### src/adc_ctrl_pkg.sv
/*
  Shared constants of the octal converter control block: channel and packet
  layout, reset values, synchroniser bit positions and timing counts.
  Assumes a 200 MHz system clock.
*/
package adc_ctrl_pkg;
  localparam int NUM_CH      = 8;
  localparam int RESULT_BITS = 16;
  localparam int RANGE_BITS  = 3;
  localparam int PKT_BITS    = 24;
  localparam int CFG_BITS    = 24;
  localparam int RES_W       = NUM_CH * RESULT_BITS;

  localparam logic [4:0]          PKT_MSB     = 5'h17;
  localparam logic [RANGE_BITS-1:0] RANGE_FULL = 3'h7;
  localparam logic [CFG_BITS-1:0] CFG_DEFAULT = {NUM_CH{RANGE_FULL}};

  // synchroniser bit positions
  localparam int IX_PD   = 0;
  localparam int IX_CNV  = 1;
  localparam int IX_SCK  = 2;
  localparam int IX_SDI  = 3;
  localparam int IX_CSN  = 4;
  localparam int IX_LVDS = 5;
  localparam int SYNC_W  = 6;
  // chip select idles high, so its synchroniser resets deselected
  localparam logic [SYNC_W-1:0] SYNC_RST = 6'h10;
  localparam int SYNC_LAT = 3;

  localparam int CLK_PERIOD_NS  = 5;
  localparam int CONV_SLOPE_NS  = 555;
  localparam int CONV_OFFSET_NS = 35;
  localparam int CONV_MAX_CYC   = (CONV_SLOPE_NS * NUM_CH - CONV_OFFSET_NS) / CLK_PERIOD_NS;
  localparam int WAKE_TIME_MS   = 10;
  localparam int WAKE_CYC       = WAKE_TIME_MS * 1000000 / CLK_PERIOD_NS;
  localparam int GRST_TIME_NS   = 1000;
  localparam int GRST_CYC       = GRST_TIME_NS / CLK_PERIOD_NS;
endpackage

### src/result_buf_if.sv
/*
  Valid/ready channel between the control logic and its result buffer.
  Assumes both ends run on the same clock.
*/
`timescale 1ns/10ps
interface result_buf_if #(parameter int WIDTH = 128);
  logic             in_valid;
  logic             in_ready;
  logic [WIDTH-1:0] in_data;
  logic             out_valid;
  logic             out_ready;
  logic [WIDTH-1:0] out_data;
  logic             flush;
  modport store (input in_valid, in_data, out_ready, flush,
                 output in_ready, out_valid, out_data);
  modport user  (output in_valid, in_data, out_ready, flush,
                 input in_ready, out_valid, out_data);
endinterface

### src/octal_adc_control.sv
/*
  Digital control and CMOS serial port of an eight-channel simultaneous
  sampling converter: conversion timing, power down, timed global reset,
  auto nap, range register and circular 24-bit output packets.
  Assumes all pin inputs are asynchronous to clk_i and that the analog core
  delivers one word of eight results per conversion over result_valid_i.
*/
`timescale 1ns/10ps
module octal_adc_control #(
  parameter int WAKE_CYCLES = adc_ctrl_pkg::WAKE_CYC,
  parameter int GRST_CYCLES = adc_ctrl_pkg::GRST_CYC,
  parameter int BUF_DEPTH   = 2
) (
  input  wire logic                            clk_i,
  input  wire logic                            reset_i,
  input  wire logic                            power_down_in_i,
  input  wire logic                            sample_start_in_i,
  input  wire logic                            serial_clock_in_i,
  input  wire logic                            config_serial_in_i,
  input  wire logic                            chip_select_n_i,
  input  wire logic                            lvds_select_i,
  input  wire logic                            result_valid_i,
  input  wire logic [adc_ctrl_pkg::RES_W-1:0]  result_data_i,
  output logic                                 result_ready_o,
  output logic                                 sample_o,
  output logic                                 busy_o,
  output logic                                 nap_o,
  output logic                                 powered_down_o,
  output logic                                 reset_active_o,
  output logic                                 window_open_o,
  output logic                                 lvds_mode_o,
  output logic [adc_ctrl_pkg::CFG_BITS-1:0]    range_code_o,
  output logic [adc_ctrl_pkg::NUM_CH-1:0]      out_lane_o,
  output logic [adc_ctrl_pkg::NUM_CH-1:0]      out_lane_oe_o,
  output logic                                 echo_clock_out_o,
  output logic                                 echo_clock_out_oe_o
);
  import adc_ctrl_pkg::*;

  localparam int WAKE_W  = $clog2(WAKE_CYCLES + 1);
  localparam int TMAX    = (GRST_CYCLES > CONV_MAX_CYC) ? GRST_CYCLES : CONV_MAX_CYC;
  localparam int TIMER_W = $clog2(TMAX + 1);

  typedef enum logic [2:0] {
    ST_IDLE = 3'h1,
    ST_CONV = 3'h2,
    ST_GRST = 3'h4
  } state_type;

  typedef struct packed {
    state_type                          state;
    logic [SYNC_W-1:0]                  sync1;
    logic [SYNC_W-1:0]                  sync2;
    logic [SYNC_W-1:0]                  prev;
    logic                               armed;
    logic [WAKE_W-1:0]                  wake_cnt;
    logic [TIMER_W-1:0]                 timer;
    logic                               window;
    logic                               nap;
    logic                               sample;
    logic [NUM_CH-1:0][RESULT_BITS-1:0] results;
    logic [CFG_BITS-1:0]                conv_range;
    logic [CFG_BITS-1:0]                range;
    logic [CFG_BITS-1:0]                cfg_shift;
    logic [4:0]                         cfg_cnt;
    logic [4:0]                         bit_idx;
    logic [2:0]                         pkt_idx;
    logic [NUM_CH-1:0]                  out_bits;
    logic                               echo;
  } core_type;

  localparam core_type CORE_RST = '{
    state:      ST_IDLE,
    sync1:      SYNC_RST,
    sync2:      SYNC_RST,
    prev:       SYNC_RST,
    wake_cnt:   WAKE_W'(WAKE_CYCLES),
    conv_range: CFG_DEFAULT,
    range:      CFG_DEFAULT,
    default:    '0
  };

  core_type q;
  core_type d;

  logic                               pd_s;
  logic                               pd_rise;
  logic                               start_rise;
  logic                               sck_rise;
  logic                               cs_n_s;
  logic                               lvds_s;
  logic                               grst_trig;
  logic                               conv_done;
  logic                               shift_en;
  logic                               cfg_done;
  logic [CFG_BITS-1:0]                cfg_word;
  logic [4:0]                         adv_bit;
  logic [2:0]                         adv_pkt;
  logic [NUM_CH-1:0]                  shift_bits;
  logic [NUM_CH-1:0][RESULT_BITS-1:0] new_results;
  logic [TIMER_W-1:0]                 conv_len;
  logic [NUM_CH-1:0]                  result_msb;

  result_buf_if #(.WIDTH(RES_W)) rbuf ();

  result_buffer #(
    .WIDTH (RES_W),
    .DEPTH (BUF_DEPTH)
  ) u_buf (
    .clk_i   (clk_i),
    .reset_i (reset_i),
    .bus     (rbuf)
  );

  assign rbuf.in_valid  = result_valid_i;
  assign rbuf.in_data   = result_data_i;
  assign rbuf.out_ready = conv_done;
  assign rbuf.flush     = grst_trig;
  assign result_ready_o = rbuf.in_ready;

  // only the second synchroniser stage and its delayed copy are read
  assign pd_s       = q.sync2[IX_PD];
  assign pd_rise    = pd_s & ~q.prev[IX_PD];
  assign start_rise = q.sync2[IX_CNV] & ~q.prev[IX_CNV];
  assign sck_rise   = q.sync2[IX_SCK] & ~q.prev[IX_SCK];
  assign cs_n_s     = q.sync2[IX_CSN];
  assign lvds_s     = q.sync2[IX_LVDS];

  assign grst_trig = pd_rise & q.armed & (q.state != ST_GRST);
  assign conv_done = (q.state == ST_CONV) && (q.timer == '0);
  assign shift_en  = sck_rise & ~cs_n_s & (q.state != ST_GRST);
  assign cfg_word  = {q.cfg_shift[CFG_BITS-2:0], q.sync2[IX_SDI]};
  assign cfg_done  = shift_en & q.window & (q.cfg_cnt == PKT_MSB);
  assign adv_bit   = (q.bit_idx == PKT_MSB) ? 5'h00 : q.bit_idx + 5'h01;
  assign adv_pkt   = q.pkt_idx + 3'((q.bit_idx == PKT_MSB) ? 1 : 0);
  assign new_results = rbuf.out_valid ? rbuf.out_data : '0;

  genvar k;
  generate
    for (k = 0; k < NUM_CH; k++)
    begin : g_lane
      logic [2:0]          ch;
      logic [PKT_BITS-1:0] pkt;
      assign ch  = 3'(k) + adv_pkt;
      assign pkt = {q.results[ch], 2'h0, ch, q.conv_range[3*ch +: 3]};
      assign shift_bits[k] = pkt[PKT_MSB - adv_bit];
      assign result_msb[k] = q.results[k][RESULT_BITS-1];
    end
  endgenerate

  // conversion length from the enabled channel count, counted from the pin edge
  always_comb
  begin
    int n;
    int t;
    n = 0;
    t = 0;
    for (int c = 0; c < NUM_CH; c++)
      if (q.range[3*c +: 3] != 3'h0)
        n = n + 1;
    if (n == 0)
      n = 1;
    t = (CONV_SLOPE_NS * n - CONV_OFFSET_NS) / CLK_PERIOD_NS - SYNC_LAT - 1;
    if (t < 0)
      t = 0;
    conv_len = TIMER_W'(t);
  end

  always_comb
  begin
    d = q;
    d.sync1  = {lvds_select_i, chip_select_n_i, config_serial_in_i,
                serial_clock_in_i, sample_start_in_i, power_down_in_i};
    d.sync2  = q.sync1;
    d.prev   = q.sync2;
    d.sample = 1'b0;

    if (q.wake_cnt != '0)
    begin
      d.wake_cnt = q.wake_cnt - WAKE_W'(1);
      if (q.wake_cnt == WAKE_W'(1) && q.state == ST_IDLE)
      begin
        d.window  = 1'b1;
        d.cfg_cnt = '0;
      end
    end

    if (shift_en)
    begin
      d.echo     = ~q.echo;
      d.bit_idx  = adv_bit;
      d.pkt_idx  = adv_pkt;
      d.out_bits = shift_bits;
      if (q.window)
      begin
        d.cfg_shift = cfg_word;
        d.cfg_cnt   = (q.cfg_cnt == PKT_MSB) ? 5'h00 : q.cfg_cnt + 5'h01;
        if (cfg_done && cfg_word != '0)
          d.range = cfg_word;
      end
    end

    case (q.state)
      ST_IDLE:
      begin
        if (start_rise && !pd_s)
        begin
          d.state      = ST_CONV;
          d.timer      = conv_len;
          d.sample     = 1'b1;
          d.nap        = 1'b0;
          d.window     = 1'b0;
          d.armed      = 1'b0;
          d.conv_range = q.range;
        end
      end
      ST_CONV:
      begin
        if (conv_done)
        begin
          d.state   = ST_IDLE;
          d.nap     = 1'b1;
          d.window  = 1'b1;
          d.cfg_cnt = '0;
          d.results = new_results;
          d.echo    = 1'b0;
          d.bit_idx = '0;
          d.pkt_idx = '0;
          for (int c = 0; c < NUM_CH; c++)
            d.out_bits[c] = new_results[c][RESULT_BITS-1];
        end
        else
          d.timer = q.timer - TIMER_W'(1);
      end
      ST_GRST:
      begin
        if (q.timer == '0)
        begin
          d.state    = ST_IDLE;
          d.wake_cnt = WAKE_W'(WAKE_CYCLES);
        end
        else
          d.timer = q.timer - TIMER_W'(1);
      end
      default:
        d.state = ST_IDLE;
    endcase

    if (grst_trig)
    begin
      d.state      = ST_GRST;
      d.timer      = TIMER_W'(GRST_CYCLES - 1);
      d.sample     = 1'b0;
      d.results    = '0;
      d.out_bits   = '0;
      d.range      = CFG_DEFAULT;
      d.conv_range = CFG_DEFAULT;
      d.window     = 1'b0;
      d.armed      = 1'b0;
      d.nap        = 1'b0;
      d.echo       = 1'b0;
      d.bit_idx    = '0;
      d.pkt_idx    = '0;
      d.cfg_cnt    = '0;
      d.wake_cnt   = '0;
    end
    else if (pd_rise)
      d.armed = 1'b1;
  end

  always_ff @(posedge clk_i)
  begin
    if (reset_i)
      q <= CORE_RST;
    else
      q <= d;
  end

  assign sample_o            = q.sample;
  assign busy_o              = (q.state == ST_CONV);
  assign nap_o               = q.nap;
  assign powered_down_o      = pd_s & (q.state != ST_CONV);
  assign reset_active_o      = (q.state == ST_GRST);
  assign window_open_o       = q.window;
  assign lvds_mode_o         = lvds_s;
  assign range_code_o        = q.range;
  assign out_lane_o          = q.out_bits;
  // LVDS mode keeps lane 0 only
  assign out_lane_oe_o       = cs_n_s ? '0 : (lvds_s ? 8'h01 : 8'hFF);
  assign echo_clock_out_o    = q.echo;
  assign echo_clock_out_oe_o = ~cs_n_s;

  localparam int CONV_MAX_A = 881;
endmodule

### src/result_buffer.sv
/*
  Small FIFO holding converter result words until the control logic takes
  them. Assumes DEPTH is a power of two and synchronous active-high reset.
*/
`timescale 1ns/10ps
module result_buffer #(
  parameter int WIDTH = 128,
  parameter int DEPTH = 2
) (
  input  wire logic         clk_i,
  input  wire logic         reset_i,
  result_buf_if.store       bus
);
  localparam int PW = (DEPTH > 1) ? $clog2(DEPTH) : 1;
  localparam int CW = $clog2(DEPTH + 1);

  typedef struct packed {
    logic [DEPTH-1:0][WIDTH-1:0] mem;
    logic [PW-1:0]               wr;
    logic [PW-1:0]               rd;
    logic [CW-1:0]               cnt;
  } fifo_type;

  fifo_type q;
  fifo_type d;
  logic     push;
  logic     pop;

  assign bus.in_ready  = (q.cnt != CW'(DEPTH));
  assign bus.out_valid = (q.cnt != '0);
  assign bus.out_data  = q.mem[q.rd];
  assign push = bus.in_valid & bus.in_ready;
  assign pop  = bus.out_valid & bus.out_ready;

  always_comb
  begin
    d = q;
    if (push)
    begin
      d.mem[q.wr] = bus.in_data;
      d.wr = q.wr + PW'(1);
    end
    if (pop)
      d.rd = q.rd + PW'(1);
    d.cnt = q.cnt + CW'(push) - CW'(pop);
    if (bus.flush)
    begin
      d.wr  = '0;
      d.rd  = '0;
      d.cnt = '0;
    end
  end

  always_ff @(posedge clk_i)
  begin
    if (reset_i)
      q <= '0;
    else
      q <= d;
  end
endmodule

### config.mk
export PLATFORM = sky130hd
export DESIGN_NAME = octal_adc_control
export DESIGN_NICKNAME = d
export VERILOG_FILES = /design/src/adc_ctrl_pkg.sv /design/src/result_buf_if.sv /design/src/octal_adc_control.sv /design/src/result_buffer.sv
export SDC_FILE = /design/constraint.sdc
export NUM_CORES = 1
export LEC_CHECK = 0
export BUFFER_PORTS_ARGS = -buffer_cell sky130_fd_sc_hd__buf_2
export CAP_MARGIN = 5
export CORE_MARGIN = 2
export CORE_UTILIZATION = 57
export DETAILED_ROUTE_END_ITERATION = 10
export GPL_ROUTABILITY_DRIVEN = 0
export PLACE_DENSITY_LB_ADDON = 0.12
export SETUP_SLACK_MARGIN = 0.1
export SYNTH_ARGS = -nofsm -noshare
export SYNTH_HDL_FRONTEND = slang
export SYNTH_SLANG_ARGS = --single-unit
### constraint.sdc
create_clock -name clk_i -period 16.5 [get_ports clk_i]
set_input_delay 4.95 -clock clk_i [delete_from_list [all_inputs] [get_ports clk_i]]
set_output_delay 4.95 -clock clk_i [all_outputs]
set_load 0.005 [all_outputs]
## After elaboration in Yosys (flattened, before gate mapping)

Cells that the tools add are included.

| cells by class | value |
|---|---|
| add/subtract/negate cells | 27 |
| $mul | 9 |
| div/mod/pow operators | 1 |
| order comparisons | 13 |
| equal/unequal tests | 19 |
| shifts and indexed selects | 8 |
| muxes and demuxes | 85 |
| bitwise operators | 18 |
| reduce and logical (&&, ||, !) cells | 36 |

Operator list:

| kind | number |
|---|---|
| $mux W128 | 6 |
| $bmux W16 S3 | 8 |
| $bwmux W256 | 1 |
| $mux W32 | 8 |
| $add A32 B2 Y32 const B | 7 |
| $mux W210 | 1 |
| $shiftx A24 B6 Y3 | 8 |
| $demux W128 S1 | 1 |
| $mux W16 | 8 |
| $mux W24 | 3 |
| $mux W70 | 1 |
| $mux W21 | 3 |
| $mux W53 | 1 |
| $mux W22 | 2 |
| $bmux W1 S5 | 8 |
| $mul A2 B3 Y5 const A | 8 |
| $div A32 B4 Y32 const B | 1 |
| $logic_not A32 Y1 | 1 |
| $lt A3 B4 Y1 const B | 8 |
| $lt A32 B1 Y1 const B | 1 |
| $mul A11 B32 Y32 const A | 1 |
| $sub A32 B2 Y32 const B | 1 |
| $sub A32 B3 Y32 const B | 1 |
| $sub A32 B7 Y32 const B | 1 |
| 49 further kinds | 127 |

| word-level totals | value |
|---|---|
| register bits after elaboration | 535 |

## Longest topological paths before layout

| logic depth | value |
|---|---|
| depth in word-level cells | 28 |
| depth in mapped cells | 87 |

## Cells and area by module

Synthesis repeated with hierarchy kept, for this count alone.

| second synthesis, totals | value |
|---|---|
| cells, all modules | 3830 |
| area total of the unflattened synthesis | 35756.8 µm² |

Modules (own cells, without submodules):

| module | times used | cells an instance | area an instance (µm²) |
|---|---|---|---|
| octal_adc_control | 1 | 2435 | 22919.5 |
| result_buffer | 1 | 1395 | 12837.3 |

## Worst setup path after synthesis

OpenSTA, ideal clock, no wires.

| path | value |
|---|---|
| kind | reg-to-reg |
| start | register q (netlist bit range_code_o[3]) |
| end | register q[233] (netlist name) |
| setup time | 0.101 ns |
| arrival time | 17.630 ns |
| setup slack | -1.231 ns |
| cell stages (with the launch flop) | 78 |
| buffers on the path | 4 |
| clock period less this slack | 17.731 ns |
| cell sequence | dfxtp_1 > nor3_1 > ha_1 > o31a_1 > or3_1 > and2_1 > ha_1 > nand2b_1 > o211ai_1 > inv_1 > ha_1 > o31ai_1 > nand2_1 > ha_1 > o21ai_0 > o31ai_1 > ha_1 > o22ai_1 > (+42 left out) > ha_1 > and2_1 > o31a_1 > nand3_1 > o21ai_0 > nor3_1 > a32oi_1 > inv_1 > ha_1 > buf_1 > nand2_1 > or4b_2 > o211ai_1 > nor4_1 > a211o_1 > nand3_2 > o21ai_1 > o41ai_1 |

| on the way | value |
|---|---|
| longest elaborated chain between the ends | 25 |

Ends and longest elaborated chain:

| item | RTL line | text |
|---|---|---|
| start: declaration | octal_adc_control.sv:83 | `core_type q;` |
| start signal: assignment | octal_adc_control.sv:274 | `q <= CORE_RST;` |
| start signal: assignment | octal_adc_control.sv:276 | `q <= d;` |
| $reduce_bool A3 Y1 * | octal_adc_control.sv:159 | `if (q.range[3*c +: 3] != 3'h0)` |
| $mux W32 * | octal_adc_control.sv:159 |  |
| $add A32 B2 Y32 | octal_adc_control.sv:160 | `n = n + 1;` |
| $mux W32 * | octal_adc_control.sv:159 |  |
| $add A32 B2 Y32 | octal_adc_control.sv:160 |  |
| $mux W32 * | octal_adc_control.sv:159 |  |
| $add A32 B2 Y32 | octal_adc_control.sv:160 |  |
| $mux W32 * | octal_adc_control.sv:159 |  |
| (+9 left out) | -- |  |
| $sub A32 B7 Y32 * | octal_adc_control.sv:163 | `t = (CONV_SLOPE_NS * n - CONV_OFFSET_NS) / CLK_PERIOD_NS - SYNC_LAT - 1;` |
| $div A32 B4 Y32 * | octal_adc_control.sv:163 |  |
| $sub A32 B3 Y32 * | octal_adc_control.sv:163 |  |
| $sub A32 B2 Y32 * | octal_adc_control.sv:163 |  |
| $lt A32 B1 Y1 | octal_adc_control.sv:164 | `if (t < 0)` |
| $mux W10 * | octal_adc_control.sv:164 |  |
| $mux W13 * | octal_adc_control.sv:206 | `if (start_rise && !pd_s)` |
| $pmux W10 S3 * | octal_adc_control.sv:203 | `case (q.state)` |

Mark *: on every way between the ends. The rest lies on a longest branch, timed or not. The select of a mux whose other input is x is not followed.
A chain may end at the register's enable or synchronous reset.

## Worst setup path after layout

| path | value |
|---|---|
| start | register q (netlist bit range_code_o[2]) |
| end | register q[233] (netlist name) |

| on the way | value |
|---|---|
| longest elaborated chain between the ends | 27 |

Ends and longest elaborated chain:

| item | RTL line |
|---|---|
| $reduce_bool A3 Y1 * | octal_adc_control.sv:159 |
| $mux W1 * | octal_adc_control.sv:159 |
| $add A32 B2 Y32 | octal_adc_control.sv:160 |
| $mux W32 * | octal_adc_control.sv:159 |
| $add A32 B2 Y32 | octal_adc_control.sv:160 |
| $mux W32 * | octal_adc_control.sv:159 |
| $add A32 B2 Y32 | octal_adc_control.sv:160 |
| $mux W32 * | octal_adc_control.sv:159 |
| (+11 left out) | -- |
| $sub A32 B7 Y32 * | octal_adc_control.sv:163 |
| $div A32 B4 Y32 * | octal_adc_control.sv:163 |
| $sub A32 B3 Y32 * | octal_adc_control.sv:163 |
| $sub A32 B2 Y32 * | octal_adc_control.sv:163 |
| $lt A32 B1 Y1 | octal_adc_control.sv:164 |
| $mux W10 * | octal_adc_control.sv:164 |
| $mux W13 * | octal_adc_control.sv:206 |
| $pmux W10 S3 * | octal_adc_control.sv:203 |

Marked as above.

==> run summary <==
Seq/Total Area, Yosys = 0.3145
maxcap violations = 0
power per cell area = 201.6 mW/mm^2
Initial DRC Count = 2,970
endpoints failing setup = 10
fmax = 0.05895 GHz
TritonCTS clock tree = done
top sig layer = met5
reg2reg path depth = 80
WHS = 0.4176 ns
detailed-route wire length per cell = 19.11 um
most common cell after layout, fill and taps aside = nand2_1
total gr overflow = 0
I/O Buffers = 186
YS warnings = 0
Final ANT Viol Nets = 0
Worst setup EP type = register
Hold Crit Depth = 1
failing checks = negative setup slack
Die X-Extent = 248.2 um
die height = 248.2 um
Final period util = 1.028
H-tree levels = 2
fraction of layout cells with a size suffix above 1 = 0.2285
slew at the pin with the worst max-slew slack = 1.133 ns
mean post-synth cell area = 8.114 um^2
Hold Path Sink = cs_n_s
Critical Path RT = 16.98 ns
Tightest Hold Check Type = register to register
Area Growth Syn to Fin = 19.03%
met3 WL post-DR = 9814 um
top_reg_cell synth = dfxtp_1
Max stage delay on crit path = 0.58 ns
Routed WL = 100,900 um
CTS buffer count = 54
routed vias = 32.51k
ys async rst share = 0
met2 WL = 46,090 um
Layout Nets = 4,715
Seq cells post-synth = 534
Starting Density = 0.5759
Total GRT Usage = 0.3171
TritonCTS Sinks = 534
nature of the critical path startpoint = register
Final Max Slew Viols = 0
most used cell, CP = buf_4
Worst R2R End = q[233]
arrival time worst endpoint = 17.45 ns
clk_lat worst skew = 0.63 ns
initial antenna violation count = 6
vias per inst = 6.155
final setup margin = -0.4645 ns
CP max FO = 6
VDD IR-drop max = 0.3471 mV
Yosys cell types = 115
Row Count = 89
final worst clock skew = 0.04359 ns
HP Start = d[267]
most frequent cells in the layout = nand2_1, dfxtp_1, a21oi_1, buf_4, o21ai_0
Inst Count DP = 5,106
CP max-delay cell = or4_4
outcome = complete, but fails checks
FF-to-FF setup slack = -0.46 ns
Final Hold Violating Endpoints = 0
cell count after synthesis = 4,189
RSZ-0062 raised after global routing = true
first-pass GRT wire length = 158,400 um
Mapped Area = 0.03399 mm^2
fin crit period = 16.96 ns
Ports = 187
number of flops mapped to enable cells by yosys = 0
Max-slew headroom = 0.2390
critical path class = register to register
largest net degree at the start of global routing = 93
Worst-path clk slew = 0.06 ns
CTS Buffer Depth = 3
DRT Pass-1 Iters = 6
Finished Layout Cells = 5,281
Crit Reg-Reg Startpoint = range_code_o[2]
M1 WL = 42,610 um
CORE AREA = 0.05902 mm^2
root buffer selected by CTS = clkbuf_16
Final HPWL DP = 70,140 um
drt drc = 0
LEAKAGE = 14.94 nW
die area = 0.06160 mm^2
number of global-route vias before repair = 29.22k
[worst max-delay path, delay by kind of cell, from the launching register on]
kind	cells	cell delay [ns]
compound gates	25	5.04
simple gates	21	4.47
fa+ha+maj	11	3.13
buf+inv	16	2.04
mux	4	1.18
xor+xnor	3	0.58
flops	1	0.33
[how the worst max path moves through the flow]
stage                    startpoint  endpoint  slack, ns  depth (start not counted)
floorplan           range_code_o[5]    q[226]       0.11                         79
detailed placement  range_code_o[5]    q[226]      -0.26                         75
CTS                 range_code_o[0]    q[233]       0.03                         80
global placement    range_code_o[5]    q[226]       0.05                         75
global route        range_code_o[2]    q[233]      -1.29                         82
finish              range_code_o[2]    q[233]      -0.46                         80
[state kept, by name, indices dropped and copies added (netlist names)]
| register | cells |
|---|---|
| cfg_word | 24 |
| cs_n_s | 1 |
| d | 9 |
| echo_clock_out_o | 1 |
| lvds_mode_o | 1 |
| nap_o | 1 |
| out_lane_o | 8 |
| q | 203 |
| range_code_o | 24 |
| sample_o | 1 |
| u_buf.q | 260 |
| window_open_o | 1 |
[stage by stage]
step	cell area (um^2)	setup slack, ns	TNS (ns)	power, W	utilization
after detailed placement	37110	-0.2600	-1.955	0.005802	0.6289
after global placement	37110	0.05029	0	0.005777	0.6289
after global routing	40450	-1.291	-11.52	0.008600	0.6853
final	40460	-0.4645	-3.200	0.008155	0.6855
after CTS	39860	0.03326	0	0.007608	0.6755
after floorplan	34460	0.1101	0	0.004228	-
[cell usage after synthesis, types with 15 or more instances]
cell / instances / area, um^2
ha_1: 97 / 1214
nand2_1: 1125 / 4223
nor2_1: 172 / 645.6
and2_1: 18 / 112.6
o21ai_1: 15 / 75.07
mux2i_1: 177 / 1772
buf_4: 42 / 315.3
or3_1: 25 / 156.4
xnor2_1: 65 / 569.3
o211ai_1: 29 / 217.7
a211oi_1: 31 / 232.7
a21o_1: 16 / 120.1
mux4_2: 167 / 3761
buf_1: 29 / 108.9
o22ai_1: 17 / 106.4
o31ai_1: 23 / 172.7
o21ai_0: 208 / 1041
xor2_1: 41 / 359.1
nand3_1: 92 / 460.4
inv_1: 70 / 262.8
and3_1: 65 / 406.6
a22oi_1: 15 / 112.6
nor4_1: 21 / 131.4
dfxtp_1: 534 / 10690
fa_1: 19 / 380.4
clkbuf_1: 244 / 915.9
nor2b_1: 20 / 125.1
a31oi_1: 76 / 475.5
nor3_1: 68 / 340.3
a21oi_1: 407 / 2037
[where the power goes]
part           switching, W  leakage [nW]  internal (W)
sequential        0.0000293          4.34       0.00134
clock              0.000529         0.907      0.000730
combinational       0.00298          9.70       0.00255
[layer usage]
metal	vias to the layer above	global-route usage
met2	1419	0.4986
met3	175	0.07207
met5	-	0
met1	15490	0.4416
li1	15419	-
met4	4	0.08106
[kinds of logic after synthesis]
kind of cell               share of synthesized area
and+or+nand+nor                               0.2150
DFF                                           0.3145
AOI/OAI and AO/OA                             0.1770
other                                      0.0002210
buffers and inverters                        0.04940
xor gates and xnor gates                     0.02993
muxes                                         0.1662
adders and majority gates                    0.04778
[layout make-up]
class | instances | area, um^2
multi-input combinational | 3276 | 23120
tap | 773 | 967.2
timing repair buffer | 525 | 3540
sequential | 534 | 10700
antenna | 4 | 10.01
inverter | 71 | 266.5
clock inverter | 18 | 231.5
fill | 4833 | 18560
clock buffer | 80 | 1619
[timing repair]
action                                  4_1_cts  5_1_grt
pin swaps                                    56       54
setup buffers                                49       24
endpoints found under the setup margin       10       10
gates resized for setup                     105       67
hold buffers                                  0        0
(Power assumes the default switching activity.)
